[config.mk]
export PLATFORM = sky130hd
export DESIGN_NAME = aig_regs
export DESIGN_NICKNAME = d
export VERILOG_FILES = /design/src/aig_pkg.sv /design/src/aig_regs.sv
export VERILOG_INCLUDE_DIRS = /design/src
export SDC_FILE = /design/constraint.sdc
export NUM_CORES = 1
export LEC_CHECK = 0
export ABC_AREA = 1
export BUFFER_PORTS_ARGS = -buffer_cell sky130_fd_sc_hd__buf_4
export CORE_MARGIN = 4
export CORE_UTILIZATION = 40
export DETAILED_ROUTE_END_ITERATION = 8
export GPL_TIMING_DRIVEN = 0
export HOLD_SLACK_MARGIN = 0.03
export PLACE_DENSITY = 0.58
export SLEW_MARGIN = 20
export SYNTH_ARGS = -nofsm -noshare
export SYNTH_HDL_FRONTEND = slang
export SYNTH_SLANG_ARGS = --single-unit
[constraint.sdc]
create_clock -name CLK_I -period 4.91 [get_ports CLK_I]
set_input_delay 0.2455 -clock CLK_I [delete_from_list [all_inputs] [get_ports CLK_I]]
set_output_delay 0.2455 -clock CLK_I [all_outputs]
set_load 0.03 [all_outputs]
[src/aig_defs.svh]
// register map, field positions and reset values of the anti-pop and input gain bank
//Contract
// - ramp speed field bits 9:8, resets 00
// - bits 7:6 set line four discharge rate
// - bits 5:4 set line three discharge rate
// - bits 3:2 set headphone pair two rate
// - bits 1:0 set headphone pair one rate
// - left bit 15 enables left amp, resets 0
// - left bit 14 mutes and disconnects left amp
// - left bit 13 defers gain to zero cross
// - gains pend until bit 8 written one
// - left gain code bits 7:2, resets 010000
// - right bit 15 enables right amp, resets 0
// - right bit 14 mutes and disconnects right amp
// - right bit 13 defers gain to zero cross
// - right gain code bits 7:2, same scale
`ifndef AIG_DEFS_SVH
`define AIG_DEFS_SVH

// register offsets
`define AIG_ADDR_ANTIPOP 8'h4E
`define AIG_ADDR_LEFT 8'h50
`define AIG_ADDR_RIGHT 8'h51

// anti-pop field positions
`define AIG_RAMP_HI 9
`define AIG_RAMP_LO 8
`define AIG_LN4_HI 7
`define AIG_LN4_LO 6
`define AIG_LN3_HI 5
`define AIG_LN3_LO 4
`define AIG_HP2_HI 3
`define AIG_HP2_LO 2
`define AIG_HP1_HI 1
`define AIG_HP1_LO 0

// input gain field positions
`define AIG_ENA_BIT 15
`define AIG_MUTE_BIT 14
`define AIG_ZC_BIT 13
`define AIG_VU_BIT 8
`define AIG_GAIN_HI 7
`define AIG_GAIN_LO 2

// reset values
`define AIG_RST_RATE 2'h0
`define AIG_RST_GAIN 6'h10
`define AIG_RST_BIT 1'h0
`define AIG_RATE_OFF 2'h0

`endif

[src/aig_pkg.sv]
// types shared by the anti-pop and input gain bank
package aig_pkg;

  // software view of one input gain channel
  typedef struct packed {
    logic       ena;
    logic       mute;
    logic       zc;
    logic [5:0] gain;
  } ch_cfg_t;

  // gain update sequencing per channel
  typedef enum logic [1:0] {
    ST_IDLE = 2'b01,
    ST_WAIT = 2'b10
  } ch_state_t;

endpackage

[src/aig_regs.sv]
// anti-pop discharge control and input gain register bank
`timescale 1ns/1ps
`default_nettype none
`include "aig_defs.svh"

module aig_regs (
  // clock and reset
  input wire logic CLK_I,
  input wire logic RST_I,
  // register port
  input wire logic REG_WR_I,
  input wire logic REG_RD_I,
  input wire logic [7:0] REG_ADDR_I,
  input wire logic [15:0] REG_WDATA_I,
  output logic [15:0] REG_RDATA_O,
  output logic REG_RVALID_O,
  // zero-cross detector pulses
  input wire logic ZC_LEFT_I,
  input wire logic ZC_RIGHT_I,
  // reference ramp and discharge controls
  output logic [1:0] RAMP_SPEED_O,
  output logic RAMP_ENA_O,
  output logic [1:0] LN4_DIS_RATE_O,
  output logic LN4_DIS_ENA_O,
  output logic [1:0] LN3_DIS_RATE_O,
  output logic LN3_DIS_ENA_O,
  output logic [1:0] HP2_DIS_RATE_O,
  output logic HP2_DIS_ENA_O,
  output logic [1:0] HP1_DIS_RATE_O,
  output logic HP1_DIS_ENA_O,
  // left input gain amplifier
  output logic LEFT_AMP_ENA_O,
  output logic LEFT_AMP_MUTE_O,
  output logic LEFT_MIX_CONNECT_O,
  output logic [5:0] LEFT_GAIN_O,
  // right input gain amplifier
  output logic RIGHT_AMP_ENA_O,
  output logic RIGHT_AMP_MUTE_O,
  output logic RIGHT_MIX_CONNECT_O,
  output logic [5:0] RIGHT_GAIN_O
);

  // code 00 means the path or ramp is off
  function automatic logic rate_active(input logic [1:0] code);
    rate_active = (code != `AIG_RATE_OFF);
  endfunction

  // anti-pop register state
  logic [1:0] ramp_r, ramp_nxt;
  logic [1:0] ln4_r, ln4_nxt;
  logic [1:0] ln3_r, ln3_nxt;
  logic [1:0] hp2_r, hp2_nxt;
  logic [1:0] hp1_r, hp1_nxt;

  // written (pending) channel config, index 0 left, 1 right
  aig_pkg::ch_cfg_t cfg_r [2];
  aig_pkg::ch_cfg_t cfg_nxt [2];
  // gain captured at the update trigger, waiting for its crossing
  logic [5:0] armed_r [2];
  logic [5:0] armed_nxt [2];
  // gain actually driving the amplifier
  logic [5:0] active_r [2];
  logic [5:0] active_nxt [2];
  aig_pkg::ch_state_t state_r [2];
  aig_pkg::ch_state_t state_nxt [2];

  // read port next values; the data output flop itself holds between reads
  logic [15:0] rdata_nxt;
  logic rvalid_nxt;

  // decoded write strobes
  logic wr_ap, wr_left, wr_right, trigger;
  logic [1:0] wr_ch;
  logic [1:0] zc_in;

  assign wr_ap = REG_WR_I && (REG_ADDR_I == `AIG_ADDR_ANTIPOP);
  assign wr_left = REG_WR_I && (REG_ADDR_I == `AIG_ADDR_LEFT);
  assign wr_right = REG_WR_I && (REG_ADDR_I == `AIG_ADDR_RIGHT);
  assign wr_ch = {wr_right, wr_left};
  // one write with bit 8 set to either gain register latches both channels
  assign trigger = (wr_left || wr_right) && REG_WDATA_I[`AIG_VU_BIT];
  assign zc_in = {ZC_RIGHT_I, ZC_LEFT_I};

  // anti-pop field next values
  always_comb begin
    ramp_nxt = ramp_r;
    ln4_nxt = ln4_r;
    ln3_nxt = ln3_r;
    hp2_nxt = hp2_r;
    hp1_nxt = hp1_r;
    if (wr_ap) begin
      ramp_nxt = REG_WDATA_I[`AIG_RAMP_HI:`AIG_RAMP_LO];
      ln4_nxt = REG_WDATA_I[`AIG_LN4_HI:`AIG_LN4_LO];
      ln3_nxt = REG_WDATA_I[`AIG_LN3_HI:`AIG_LN3_LO];
      hp2_nxt = REG_WDATA_I[`AIG_HP2_HI:`AIG_HP2_LO];
      hp1_nxt = REG_WDATA_I[`AIG_HP1_HI:`AIG_HP1_LO];
    end
  end

  // anti-pop field registers
  always_ff @(posedge CLK_I or posedge RST_I) begin
    if (RST_I) begin
      ramp_r <= `AIG_RST_RATE;
      ln4_r <= `AIG_RST_RATE;
      ln3_r <= `AIG_RST_RATE;
      hp2_r <= `AIG_RST_RATE;
      hp1_r <= `AIG_RST_RATE;
    end else begin
      ramp_r <= ramp_nxt;
      ln4_r <= ln4_nxt;
      ln3_r <= ln3_nxt;
      hp2_r <= hp2_nxt;
      hp1_r <= hp1_nxt;
    end
  end

  // per-channel config, trigger capture and zero-cross sequencing
  always_comb begin
    for (int c = 0; c < 2; c++) begin
      cfg_nxt[c] = cfg_r[c];
      armed_nxt[c] = armed_r[c];
      active_nxt[c] = active_r[c];
      state_nxt[c] = state_r[c];
      // enable and mute act at once; only the gain is held back
      if (wr_ch[c]) begin
        cfg_nxt[c].ena = REG_WDATA_I[`AIG_ENA_BIT];
        cfg_nxt[c].mute = REG_WDATA_I[`AIG_MUTE_BIT];
        cfg_nxt[c].zc = REG_WDATA_I[`AIG_ZC_BIT];
        cfg_nxt[c].gain = REG_WDATA_I[`AIG_GAIN_HI:`AIG_GAIN_LO];
      end
      case (state_r[c])
        aig_pkg::ST_IDLE: begin
          if (trigger) begin
            armed_nxt[c] = cfg_nxt[c].gain;
            if (cfg_nxt[c].zc) begin
              // wait for the next crossing to avoid a zipper click
              state_nxt[c] = aig_pkg::ST_WAIT;
            end else begin
              active_nxt[c] = cfg_nxt[c].gain;
            end
          end
        end
        aig_pkg::ST_WAIT: begin
          if (trigger) begin
            // a fresh trigger replaces the armed value; a crossing in
            // the same cycle applies the fresh value so neither is lost
            armed_nxt[c] = cfg_nxt[c].gain;
            if (zc_in[c] || !cfg_nxt[c].zc) begin
              active_nxt[c] = cfg_nxt[c].gain;
              state_nxt[c] = aig_pkg::ST_IDLE;
            end
          end else if (zc_in[c]) begin
            active_nxt[c] = armed_r[c];
            state_nxt[c] = aig_pkg::ST_IDLE;
          end else if (!cfg_r[c].zc) begin
            // zero-cross turned off while waiting: stop waiting one cycle after the clearing write
            active_nxt[c] = armed_r[c];
            state_nxt[c] = aig_pkg::ST_IDLE;
          end
        end
        default: begin
          state_nxt[c] = aig_pkg::ST_IDLE;
        end
      endcase
    end
  end

  // per-channel registers, one instance per channel
  for (genvar g = 0; g < 2; g++) begin : g_ch
    always_ff @(posedge CLK_I or posedge RST_I) begin
      if (RST_I) begin
        cfg_r[g].ena <= `AIG_RST_BIT;
        cfg_r[g].mute <= `AIG_RST_BIT;
        cfg_r[g].zc <= `AIG_RST_BIT;
        cfg_r[g].gain <= `AIG_RST_GAIN;
        armed_r[g] <= `AIG_RST_GAIN;
        active_r[g] <= `AIG_RST_GAIN;
        state_r[g] <= aig_pkg::ST_IDLE;
      end else begin
        cfg_r[g] <= cfg_nxt[g];
        armed_r[g] <= armed_nxt[g];
        active_r[g] <= active_nxt[g];
        state_r[g] <= state_nxt[g];
      end
    end
  end

  // readback: pending gain, trigger bit reads zero, unmapped reads zero
  always_comb begin
    rdata_nxt = REG_RDATA_O;
    rvalid_nxt = REG_RD_I;
    if (REG_RD_I) begin
      rdata_nxt = 16'h0000;
      case (REG_ADDR_I)
        `AIG_ADDR_ANTIPOP: begin
          rdata_nxt[`AIG_RAMP_HI:`AIG_RAMP_LO] = ramp_r;
          rdata_nxt[`AIG_LN4_HI:`AIG_LN4_LO] = ln4_r;
          rdata_nxt[`AIG_LN3_HI:`AIG_LN3_LO] = ln3_r;
          rdata_nxt[`AIG_HP2_HI:`AIG_HP2_LO] = hp2_r;
          rdata_nxt[`AIG_HP1_HI:`AIG_HP1_LO] = hp1_r;
        end
        `AIG_ADDR_LEFT, `AIG_ADDR_RIGHT: begin
          rdata_nxt[`AIG_ENA_BIT] = cfg_r[REG_ADDR_I[0]].ena;
          rdata_nxt[`AIG_MUTE_BIT] = cfg_r[REG_ADDR_I[0]].mute;
          rdata_nxt[`AIG_ZC_BIT] = cfg_r[REG_ADDR_I[0]].zc;
          rdata_nxt[`AIG_GAIN_HI:`AIG_GAIN_LO] = cfg_r[REG_ADDR_I[0]].gain;
        end
        default: begin
          rdata_nxt = 16'h0000;
        end
      endcase
    end
  end

  // output flops; decodes are registered so every output is a flop
  always_ff @(posedge CLK_I or posedge RST_I) begin
    if (RST_I) begin
      RAMP_SPEED_O <= `AIG_RST_RATE;
      RAMP_ENA_O <= 1'b0;
      LN4_DIS_RATE_O <= `AIG_RST_RATE;
      LN4_DIS_ENA_O <= 1'b0;
      LN3_DIS_RATE_O <= `AIG_RST_RATE;
      LN3_DIS_ENA_O <= 1'b0;
      HP2_DIS_RATE_O <= `AIG_RST_RATE;
      HP2_DIS_ENA_O <= 1'b0;
      HP1_DIS_RATE_O <= `AIG_RST_RATE;
      HP1_DIS_ENA_O <= 1'b0;
      LEFT_AMP_ENA_O <= 1'b0;
      LEFT_AMP_MUTE_O <= 1'b0;
      LEFT_MIX_CONNECT_O <= 1'b0;
      LEFT_GAIN_O <= `AIG_RST_GAIN;
      RIGHT_AMP_ENA_O <= 1'b0;
      RIGHT_AMP_MUTE_O <= 1'b0;
      RIGHT_MIX_CONNECT_O <= 1'b0;
      RIGHT_GAIN_O <= `AIG_RST_GAIN;
      REG_RDATA_O <= 16'h0000;
      REG_RVALID_O <= 1'b0;
    end else begin
      RAMP_SPEED_O <= ramp_nxt;
      RAMP_ENA_O <= rate_active(ramp_nxt);
      LN4_DIS_RATE_O <= ln4_nxt;
      LN4_DIS_ENA_O <= rate_active(ln4_nxt);
      LN3_DIS_RATE_O <= ln3_nxt;
      LN3_DIS_ENA_O <= rate_active(ln3_nxt);
      HP2_DIS_RATE_O <= hp2_nxt;
      HP2_DIS_ENA_O <= rate_active(hp2_nxt);
      HP1_DIS_RATE_O <= hp1_nxt;
      HP1_DIS_ENA_O <= rate_active(hp1_nxt);
      LEFT_AMP_ENA_O <= cfg_nxt[0].ena;
      LEFT_AMP_MUTE_O <= cfg_nxt[0].mute;
      LEFT_MIX_CONNECT_O <= cfg_nxt[0].ena && !cfg_nxt[0].mute;
      LEFT_GAIN_O <= active_nxt[0];
      RIGHT_AMP_ENA_O <= cfg_nxt[1].ena;
      RIGHT_AMP_MUTE_O <= cfg_nxt[1].mute;
      RIGHT_MIX_CONNECT_O <= cfg_nxt[1].ena && !cfg_nxt[1].mute;
      RIGHT_GAIN_O <= active_nxt[1];
      REG_RDATA_O <= rdata_nxt;
      REG_RVALID_O <= rvalid_nxt;
    end
  end

endmodule

`default_nettype wire

==> metrics.txt, run 1 <==
run status finished clean; site row count 36; Worst Max-Slew Pin Slew 0.701 ns; yosys warns 0; First-pass DRT Iterations 6; die area 11600 sq um; Netlist cell types 32; die width 108 microns; initial core utilization 41.0%; period utilization 38.8%; clock latency on the worst-skew pair 0.36 ns; combinational share of power 22.1%; Antenna Nets Post-Route 0; Routability Congestion 0.820; clock network fraction of design power 30.9%; post-cts sizing count 0; Clock transition at path regs 0.09 ns; setup violators final 0; Flop pwr share 47.1%; post-CTS setup buffers 0; register bit total from synthesis 77; P_leak 2.64 nW; worst rel slew slack 53.0%; Syn Std Cell Area 3990 sq um; minimum clock period 1.90 ns; ANT cells 0; Setup crit start kind register; Routed WL 9.69 mm; TritonCTS Buffers 9; final net count 637; wire per inst 13.1 microns; initial antenna violation count 0; core box area 9730 sq um; internal power 1.06 mW; Clock Sink Count 77; vias 3456; clk root buf clkbuf_8; max-cap violations 0; gr ovfl total 0; Post-synth EDFFs 0; TNS Setup 0 ns; Worst VDD drop 0.000207 V; skew final 0.0205 ns; GRT Total Usage 17.8%; Filler Cell Count 976; hold_sp REG_WDATA_I[0]; Sw Share 32.0%; clock buffer depth 2; unrepaired setup endpoints after global routing no; cells after synthesis 514; CP startpoint state_r[2]; sequential area share after synthesis 48.6%; I/O Buffers 73; hold slack 0.0893 ns; largest net degree at the start of global routing 41; share of cells above drive strength 1 23.0%; Async SR Flop Fraction 100%; final hold violation count 0; first-pass GRT wire length 16.2 mm; maximum clock rate 0.525 GHz; DRC Markers 0; area grow syn2layout 24.0%; vias in the first global route 3385; Crit path required time 5.16 ns; Finished Core Util 50.8%; Avg Vias per Cell 4.66; H-tree levels 3; Crit Path Class register to register; TritonCTS clock tree built; Pins Over Slew Limit 0; WP data arrival 2.15 ns; Power, Total 1.56 mW; io pins 80; DP Wirelength 7.49 mm; Mean Syn Cell Area 7.76 sq um; worst r2r src state_r[2]; Power Dens Cells 315 nW/um^2; Die Height 108 microns; Hold Crit Class input port to register; ys flop type dfrtp_1; hold_buf cts 2; CP max FO 9; DR iter-0 viols 232; CP Capture Type register; switching power 0.498 mW
## cells in the mapped netlist, types with 2 or more instances
library cell	number	share of area (%)
a31oi_1	6	0.94
nand3_1	49	6.2
a21oi_1	2	0.25
nor2_2	3	0.47
o21ai_2	7	1.5
nand4_1	8	1.3
inv_2	2	0.19
buf_2	4	0.50
a211oi_1	2	0.38
inv_1	114	11
dfrtp_1	69	43
clkbuf_1	7	0.66
nand3_2	3	0.75
nand2_1	153	14
nor2_4	4	1.1
o21ai_0	27	3.4
buf_4	6	1.1
o2111ai_1	2	0.44
ha_1	4	1.3
buf_6	3	0.85
nand2_2	5	0.78
nor2_1	14	1.3
o22ai_1	4	0.63
dfstp_2	8	5.3
## final timing paths
kind                            slack (ns)  cells past startpoint           endpoint
worst max-delay path                  3.01                     12     LEFT_GAIN_O[2]
worst min-delay path                  0.09                      3  HP1_DIS_RATE_O[0]
worst max register to register        3.01                     12     LEFT_GAIN_O[2]
worst min register to register        0.47                      2     LEFT_GAIN_O[4]
max in group asynchronous             3.77                      4           cfg_r[4]
min in group asynchronous             0.48                      3    LEFT_AMP_MUTE_O
## final cells by class
type | instances | area (sq um) | share of cell area, %
multi-input combinational | 303 | 1500 | 30.3
timing repair buffer | 76 | 588 | 11.9
buffer | 20 | 125 | 2.53
tap | 133 | 166 | 3.37
inverter | 116 | 438 | 8.86
sequential | 77 | 1940 | 39.2
clock buffer | 10 | 128 | 2.58
clock inverter | 6 | 65.1 | 1.32
## state kept, by name, indices dropped and copies added (netlist names)
signal               count
RIGHT_MIX_CONNECT_O      1
LN3_DIS_RATE_O           2
LN3_DIS_ENA_O            1
RIGHT_GAIN_O             6
RAMP_SPEED_O             2
LN4_DIS_ENA_O            1
HP1_DIS_ENA_O            1
LEFT_AMP_ENA_O           1
LEFT_GAIN_O              6
RAMP_ENA_O               1
state_r                  4
LEFT_MIX_CONNECT_O       1
REG_RDATA_O             13
HP1_DIS_RATE_O           2
LEFT_AMP_MUTE_O          1
LN4_DIS_RATE_O           2
armed_r                 12
cfg_r                   14
RIGHT_AMP_MUTE_O         1
RIGHT_AMP_ENA_O          1
HP2_DIS_ENA_O            1
HP2_DIS_RATE_O           2
REG_RVALID_O             1
## routing by layer
layer  vias up  share of wire (%)  track usage [%]
met5         -                  0                0
met4         0                2.0             5.77
met3        17                7.7             4.14
met2       111                 46             28.6
met1      1581                 44             23.8
li1       1747                  -                -
## metrics by stage
step	setup WS (ns)	cell area, sq um	instances
6_report	3.01	4940	741
5_1_grt	2.79	4940	741
4_1_cts	3.01	4940	741
3_5_place_dp	3.00	4730	723
3_3_place_gp	1.73	4710	722
2_1_floorplan	2.71	3990	516
## power by group through the flow
stage / clock network [mW] / logic, mW / registers (mW)
after floorplan: 0 / 0.129 / 0.831
after global placement: 0 / 0.341 / 0.744
after detailed placement: 0 / 0.346 / 0.745
after CTS: 0.490 / 0.349 / 0.733
after global routing: 0.520 / 0.382 / 0.740
final: 0.481 / 0.344 / 0.733
## layout by cell type (no fill, tap or decap), types with 9 or more instances in the layout
master / n
inv_1: 113
buf_4: 79
nand2_1: 153
nor2_1: 14
clkbuf_8: 9
nand3_1: 49
dfrtp_1: 69
o21ai_0: 27
## cell families (layout without fill, tap and decap cells)
| family | count (synthesis) | in the layout | synth area share [%] |
|---|---|---|---|
| AO/OA/AOI/OAI | 51 | 51 | 7.75 |
| adder cells (fa/ha/maj) | 4 | 4 | 1.26 |
| buffers and inverters | 136 | 228 | 14.1 |
| flip-flops | 77 | 77 | 48.6 |
| multiplexers | 1 | 1 | 0.282 |
| other | 1 | 3 | 0.0941 |
| AND/OR/NAND/NOR | 244 | 244 | 28.0 |
## worst max-delay path, stage by stage (launching register included)
cell,delay [ns]
dfstp_2,0.39
inv_1,0.05
ha_1,0.13
clkbuf_1,0.32
inv_1,0.07
nor2_1,0.15
inv_1,0.06
o21ai_0,0.19
nand2_2,0.11
inv_1,0.10
nor2_4,0.07
nand3_1,0.09
nand2_1,0.06
Note: power is estimated with default switching activity, not from simulation.
==> inputs of run 2 (changes only) <==
Settings changed: ABC_AREA 1 to 0, PLACE_DENSITY 0.58 to 0.59.
Clock period 4.91 ns to 2 ns, I/O delays scaled along.
==> metrics.txt, run 2 <==
TritonCTS clock tree built (unchanged); DRC Markers 0 (unchanged); vias in the first global route 2430 (was 3385); run status finished clean (unchanged); Synth top cells by count dfrtp_1, mux2_2, nor2_1 (was nand2_1, inv_1, dfrtp_1); Finished Core Util 53.3% (was 50.8%); post-CTS setup buffers 0 (unchanged); skew final 0.00799 ns (was 0.0205 ns); Pins Over Slew Limit 0 (unchanged); most instantiated library cell after synthesis dfrtp_1 (was nand2_1); initial core utilization 41.1% (was 41.0%); most frequent cells in the layout buf_4, dfrtp_1, mux2_2 (was nand2_1, inv_1, buf_4); Final WS setup 0.166 ns (was 3.01 ns); site row count 34 (was 36); Reg area 1940 sq um (unchanged); Hold Crit Class input port to register (unchanged); Setup crit start kind input port (was register); Filler Cell Count 794 (was 976); period utilization 91.7%; GRT met1 Usage 21.8% (was 23.8%); grt met3 use 3.89% (was 4.14%); largest cells by area after synthesis dfrtp_1, mux2_2, dfstp_2, mux2_4, a21oi_1 (was dfrtp_1, nand2_1, inv_1, nand3_1, dfstp_2); first-pass GRT wire length 12.7 mm (was 16.2 mm); worst setup slack after placement -0.190 ns (was 3.00 ns); ys flop type dfrtp_1 (unchanged); Async SR Flop Fraction 100% (unchanged); io pins 80 (unchanged); clock latency on the worst-skew pair 0.35 ns (was 0.36 ns); H-tree levels 3 (unchanged); multi-input logic area 1510 sq um (was 1500 sq um); top flop regs cfg_r x14, REG_RDATA_O x13, armed_r x12 (unchanged); gr ovfl total 0 (unchanged); final net count 417 (was 637); sequential area share after synthesis 54.3% (was 48.6%); CP max FO 7 (was 9); hold slack 0.140 ns (was 0.0893 ns); Crit path required time 2.23 ns (was 5.16 ns); Netlist cell types 34 (was 32); die area 10500 sq um (was 11600 sq um); area grow syn2layout 29.7% (was 24.0%); CP Capture Type register (unchanged); leading area contributor after synthesis dfrtp_1 (unchanged); GRT Total Usage 15.9% (was 17.8%); largest net degree at the start of global routing 35 (was 41); post-synth top area share 48.4% (was 43.3%); post-cts sizing count 0 (unchanged); worst rel slew slack 61.5% (was 53.0%); First-pass DRT Iterations 4 (was 6); DP Wirelength 5.61 mm (was 7.49 mm); Die Height 102 microns (was 108 microns); Routed WL 7.69 mm (was 9.69 mm); Syn Std Cell Area 3560 sq um (was 3990 sq um); ANT cells 0 (unchanged); P_leak 2.33 nW (was 2.64 nW); DR iter-0 viols 97 (was 232); Routability Congestion 0.698 (was 0.820); max-cap violations 0 (unchanged); Largest Register cfg_r (unchanged); clk root buf clkbuf_8 (unchanged); yosys warns 0 (unchanged); register bit total from synthesis 77 (unchanged); max FFs per register 14 (unchanged); most common cell after layout, fill and taps aside buf_4 (was nand2_1); core box area 8680 sq um (was 9730 sq um); WP data arrival 2.06 ns (was 2.15 ns); I/O Buffers 72 (was 73); met2 Use GR 25.0% (was 28.6%); TritonCTS Buffers 9 (unchanged); minimum clock period 1.83 ns; Power Dens Cells 711 nW/um^2 (was 315 nW/um^2); Crit Path Class input port to register (was register to register); unrepaired setup endpoints after global routing no (unchanged); Worst VDD drop 0.000441 V (was 0.000207 V); cells after synthesis 282 (was 514); share of cells above drive strength 1 45.6% (was 23.0%); Clock transition at path regs 0.08 ns (was 0.09 ns); busiest grt layer met2 (unchanged); die width 102 microns (was 108 microns); setup violators final 0 (unchanged); Worst Max-Slew Pin Slew 0.577 ns (was 0.701 ns); Mean Syn Cell Area 12.6 sq um (was 7.76 sq um); vias 2441 (was 3456); wire per inst 15.5 microns (was 13.1 microns); clock buffer depth 2 (unchanged); Clock Sink Count 77 (unchanged); hold_buf cts 14 (was 2); maximum clock rate 0.545 GHz; initial antenna violation count 0 (unchanged); Antenna Nets Post-Route 0 (unchanged); Avg Vias per Cell 4.92 (was 4.66); final hold violation count 0 (unchanged); Post-synth EDFFs 0 (unchanged)
run 2: changes by cell type after synthesis, moves of 5 or more:
cell     before  now
o21ai_0      27    8
nand2_1     153    9
a21oi_1       2   21
a31oi_1       6    0
nand3_1      49    4
nand4_1       8    3
nand2_2       5    0
nor3_1        0    8
o21ai_2       7    0
mux2i_1       0    8
mux2_4        0   10
inv_1       114   12
mux2_2        1   57
nor2_1       14   22
run 2: logic make-up after synthesis:
kind of cell / Yosys count / share of synthesized area (%)
and+or+nand+nor: 63 / 9.83
muxes: 75 / 24.5
buffers and inverters: 25 / 3.40
adders and majority gates: 4 / 1.40
AOI/OAI and AO/OA: 37 / 6.46
other: 1 / 0.105
DFF: 77 / 54.3
run 2: final timing paths:
| path | from | endpoint | slack [ns] | depth (start not counted) |
|---|---|---|---|---|
| setup / recovery | REG_ADDR_I[1] | RIGHT_GAIN_O[2] | 0.17 | 6 |
| hold / removal | ZC_LEFT_I | state_r[3] | 0.14 | 4 |
| setup reg to reg | state_r[0] | armed_r[3] | 0.17 | 4 |
| hold reg to reg | armed_r[3] | armed_r[3] | 0.51 | 1 |
| max in group asynchronous | RST_I | LEFT_GAIN_O[4] | 1.19 | 4 |
| min in group asynchronous | RST_I | LN4_DIS_RATE_O[0] | 0.27 | 3 |
run 2: worst max-delay path, stage by stage:
cell	delay, ns
buf_4	0.12
nor4b_4	0.51
and4_1	0.36
a21oi_1	0.15
o31ai_4	0.43
mux2_2	0.38
run 2: area by class of cell:
| type | count | share of cell area [%] |
|---|---|---|
| multi-input combinational | 182 | 32.7 |
| tap | 108 | 2.92 |
| clock inverter | 6 | 1.38 |
| buffer | 13 | 1.65 |
| sequential | 77 | 41.9 |
| inverter | 12 | 1.06 |
| timing repair buffer | 88 | 15.6 |
| clock buffer | 10 | 2.76 |
run 2: power by group:
group	switching, mW	leakage [nW]	total, mW	internal [mW]
logic	0.263	1.21	0.472	0.210
clock network	0.573	0.0923	1.15	0.574
registers	0.0402	1.03	1.67	1.63
total	0.876	2.33	3.29	2.41
run 2: through the flow:
| step | setup TNS, ns | instance area (sq um) | total power [mW] | cells |
|---|---|---|---|---|
| after floorplan | 0 | 3580 | 1.96 | 284 |
| after global placement | -2.85 | 4250 | 2.14 | 464 |
| after detailed placement | -2.43 | 4290 | 2.15 | 466 |
| after CTS | 0 | 4620 | 3.34 | 496 |
| after global routing | 0 | 4620 | 3.46 | 496 |
| final | 0 | 4620 | 3.29 | 496 |
run 2: routing by layer:
metal  routed length, microns  up-vias
li1                         -     1197
met3                      428        8
met4                       71        0
met5                        0        -
met1                     3580     1172
met2                     3610       64
==> inputs of run 3 (changes only) <==
Settings changed: ABC_AREA 0 to 1, ABC_CLOCK_PERIOD_IN_PS from default to 2000, PLACE_DENSITY 0.59 to 0.58.
==> metrics.txt, run 3 (synthesis results as in run 1) <==
vias 3434 (was 2441); DR iter-0 viols 201 (was 97); die width 108 microns (was 102 microns); Avg Vias per Cell 4.58 (was 4.92); DRC Markers 0 (unchanged); clock buffer depth 2 (unchanged); Setup crit start kind register (was input port); final hold violation count 0 (unchanged); largest net degree at the start of global routing 34 (was 35); TritonCTS clock tree built (unchanged); first-pass GRT wire length 16.8 mm (was 12.7 mm); Finished Core Util 52.2% (was 53.3%); top flop regs cfg_r x14, REG_RDATA_O x13, armed_r x12 (unchanged); Critical R2R Capture RIGHT_GAIN_O[2] (was armed_r[3]); most frequent cells in the layout nand2_1, inv_1, buf_4 (was buf_4, dfrtp_1, mux2_2); Routed WL 9.85 mm (was 7.69 mm); initial antenna violation count 0 (unchanged); die area 11600 sq um (was 10500 sq um); TNS Setup 0 ns (unchanged); Power, Total 3.99 mW (was 3.29 mW); Die Height 108 microns (was 102 microns); worst rel slew slack 53.6% (was 61.5%); TritonCTS Buffers 9 (unchanged); clock latency on the worst-skew pair 0.36 ns (was 0.35 ns); hold_sp REG_WDATA_I[5] (was ZC_LEFT_I); Largest Register cfg_r (unchanged); Hold Crit Class input port to register (unchanged); crit path capture RIGHT_GAIN_O[2] (unchanged); initial core utilization 41.0% (was 41.1%); Pins Over Slew Limit 0 (unchanged); Clock transition at path regs 0.09 ns (was 0.08 ns); Crit path required time 2.24 ns (was 2.23 ns); P_leak 2.69 nW (was 2.33 nW); minimum clock period 1.80 ns (was 1.83 ns); skew final 0.0140 ns (was 0.00799 ns); clk root buf clkbuf_8 (unchanged); post-CTS setup buffers 0 (unchanged); Power Dens Cells 787 nW/um^2 (was 711 nW/um^2); gr ovfl total 0 (unchanged); Min-Delay Path Depth 3 (was 4); r2r worst-path depth 11 (was 4); max-cap violations 0 (unchanged); period utilization 90.1% (was 91.7%); H-tree levels 3 (unchanged); CP Capture Type register (unchanged); final net count 645 (was 417); CP max FO 9 (was 7); worst r2r src state_r[0] (unchanged); Antenna Nets Post-Route 0 (unchanged); site row count 36 (was 34); vias in the first global route 3505 (was 2430); Crit Path Class register to register (was input port to register); GRT Total Usage 18.4% (was 15.9%); post-cts sizing count 0 (unchanged); most common cell after layout, fill and taps aside nand2_1 (was buf_4); io pins 80 (unchanged); Routability Congestion 0.791 (was 0.698); WP data arrival 2.04 ns (was 2.06 ns); First-pass DRT Iterations 4 (unchanged); DP Wirelength 7.56 mm (was 5.61 mm); max FFs per register 14 (unchanged); Worst Max-Slew Pin Slew 0.692 ns (was 0.577 ns); core box area 9730 sq um (was 8680 sq um); CP startpoint state_r[0] (was REG_ADDR_I[1]); area grow syn2layout 27.3% (was 29.7%); ANT cells 0 (unchanged); share of cells above drive strength 1 22.9% (was 45.6%); maximum clock rate 0.555 GHz (was 0.545 GHz); Worst VDD drop 0.000547 V (was 0.000441 V); unrepaired setup endpoints after global routing no (unchanged); Clock Sink Count 77 (unchanged); Worst R2R Setup Slack 0.20 ns (was 0.17 ns); run status finished clean (unchanged); setup violators final 0 (unchanged); wire per inst 13.1 microns (was 15.5 microns); I/O Buffers 73 (was 72)
## run 3: cell count changes in the layout (fill, tap and decap cells not counted), sizes merged, moves of 3 or more
cell,previous run,this run
mux2i,8,0
dlygate4sd3,14,11
nor3,8,1
nand2b,3,0
buf,80,88
a21oi,21,2
inv,11,117
o21ai,8,34
nand2,9,159
mux2,67,1
and3,3,0
a31oi,0,6
nand3,4,53
nand4,4,8
## run 3: worst min path at each step
stage / slack [ns] / to
floorplan: 0.13 / REG_RVALID_O
global placement: 0.22 / REG_RVALID_O
detailed placement: 0.09 / RIGHT_GAIN_O[0]
CTS: 0.04 / LEFT_AMP_ENA_O
global route: 0.06 / LN3_DIS_RATE_O[1]
finish: 0.04 / LN3_DIS_RATE_O[1]
## run 3: worst max-delay path: stages, from the launching register on
cell	delay, ns
dfstp_2	0.38
inv_1	0.05
ha_1	0.34
inv_1	0.08
nor2_1	0.22
inv_1	0.06
o21ai_0	0.19
nand2_2	0.11
inv_2	0.07
nor2_4	0.05
nand3_1	0.08
nand2_1	0.06
## run 3: area by class of cell
type	count	area, sq um
timing repair buffer	86	698
inverter	116	439
buffer	18	118
clock inverter	6	93.8
fill	950	4650
multi-input combinational	303	1500
tap	133	166
sequential	77	1940
clock buffer	10	128
## run 3: routing by layer
| metal | global-route usage (%) | part of all wire [%] |
|---|---|---|
| met1 | 25.0 | 47 |
| met2 | 29.0 | 46 |
| met3 | 3.24 | 5.2 |
| met4 | 7.57 | 2.0 |
| met5 | 0 | 0 |
## run 3: what timing repair did
item,4_1_cts,5_1_grt
hold buffers,11,0
setup endpoints to repair,0,16
endpoints found under the hold margin,85,0
## run 3: power by group
part           leakage [nW]  switching (mW)  total, mW  internal (mW)
combinational          1.74           0.545      0.863          0.318
clock                 0.107           0.615       1.33          0.714
sequential            0.841          0.0810       1.80           1.72
## run 3: per-stage QoR
step                setup slack [ns]  std cells  instance area (sq um)  hold slack, ns
floorplan                      0.363        516                   4000           0.131
global placement              0.0933        722                   4710           0.220
detailed placement            0.0713        724                   4750          0.0947
CTS                           0.0756        751                   5080          0.0352
global route                  0.0244        749                   5080          0.0602
finish                         0.198        749                   5080          0.0439
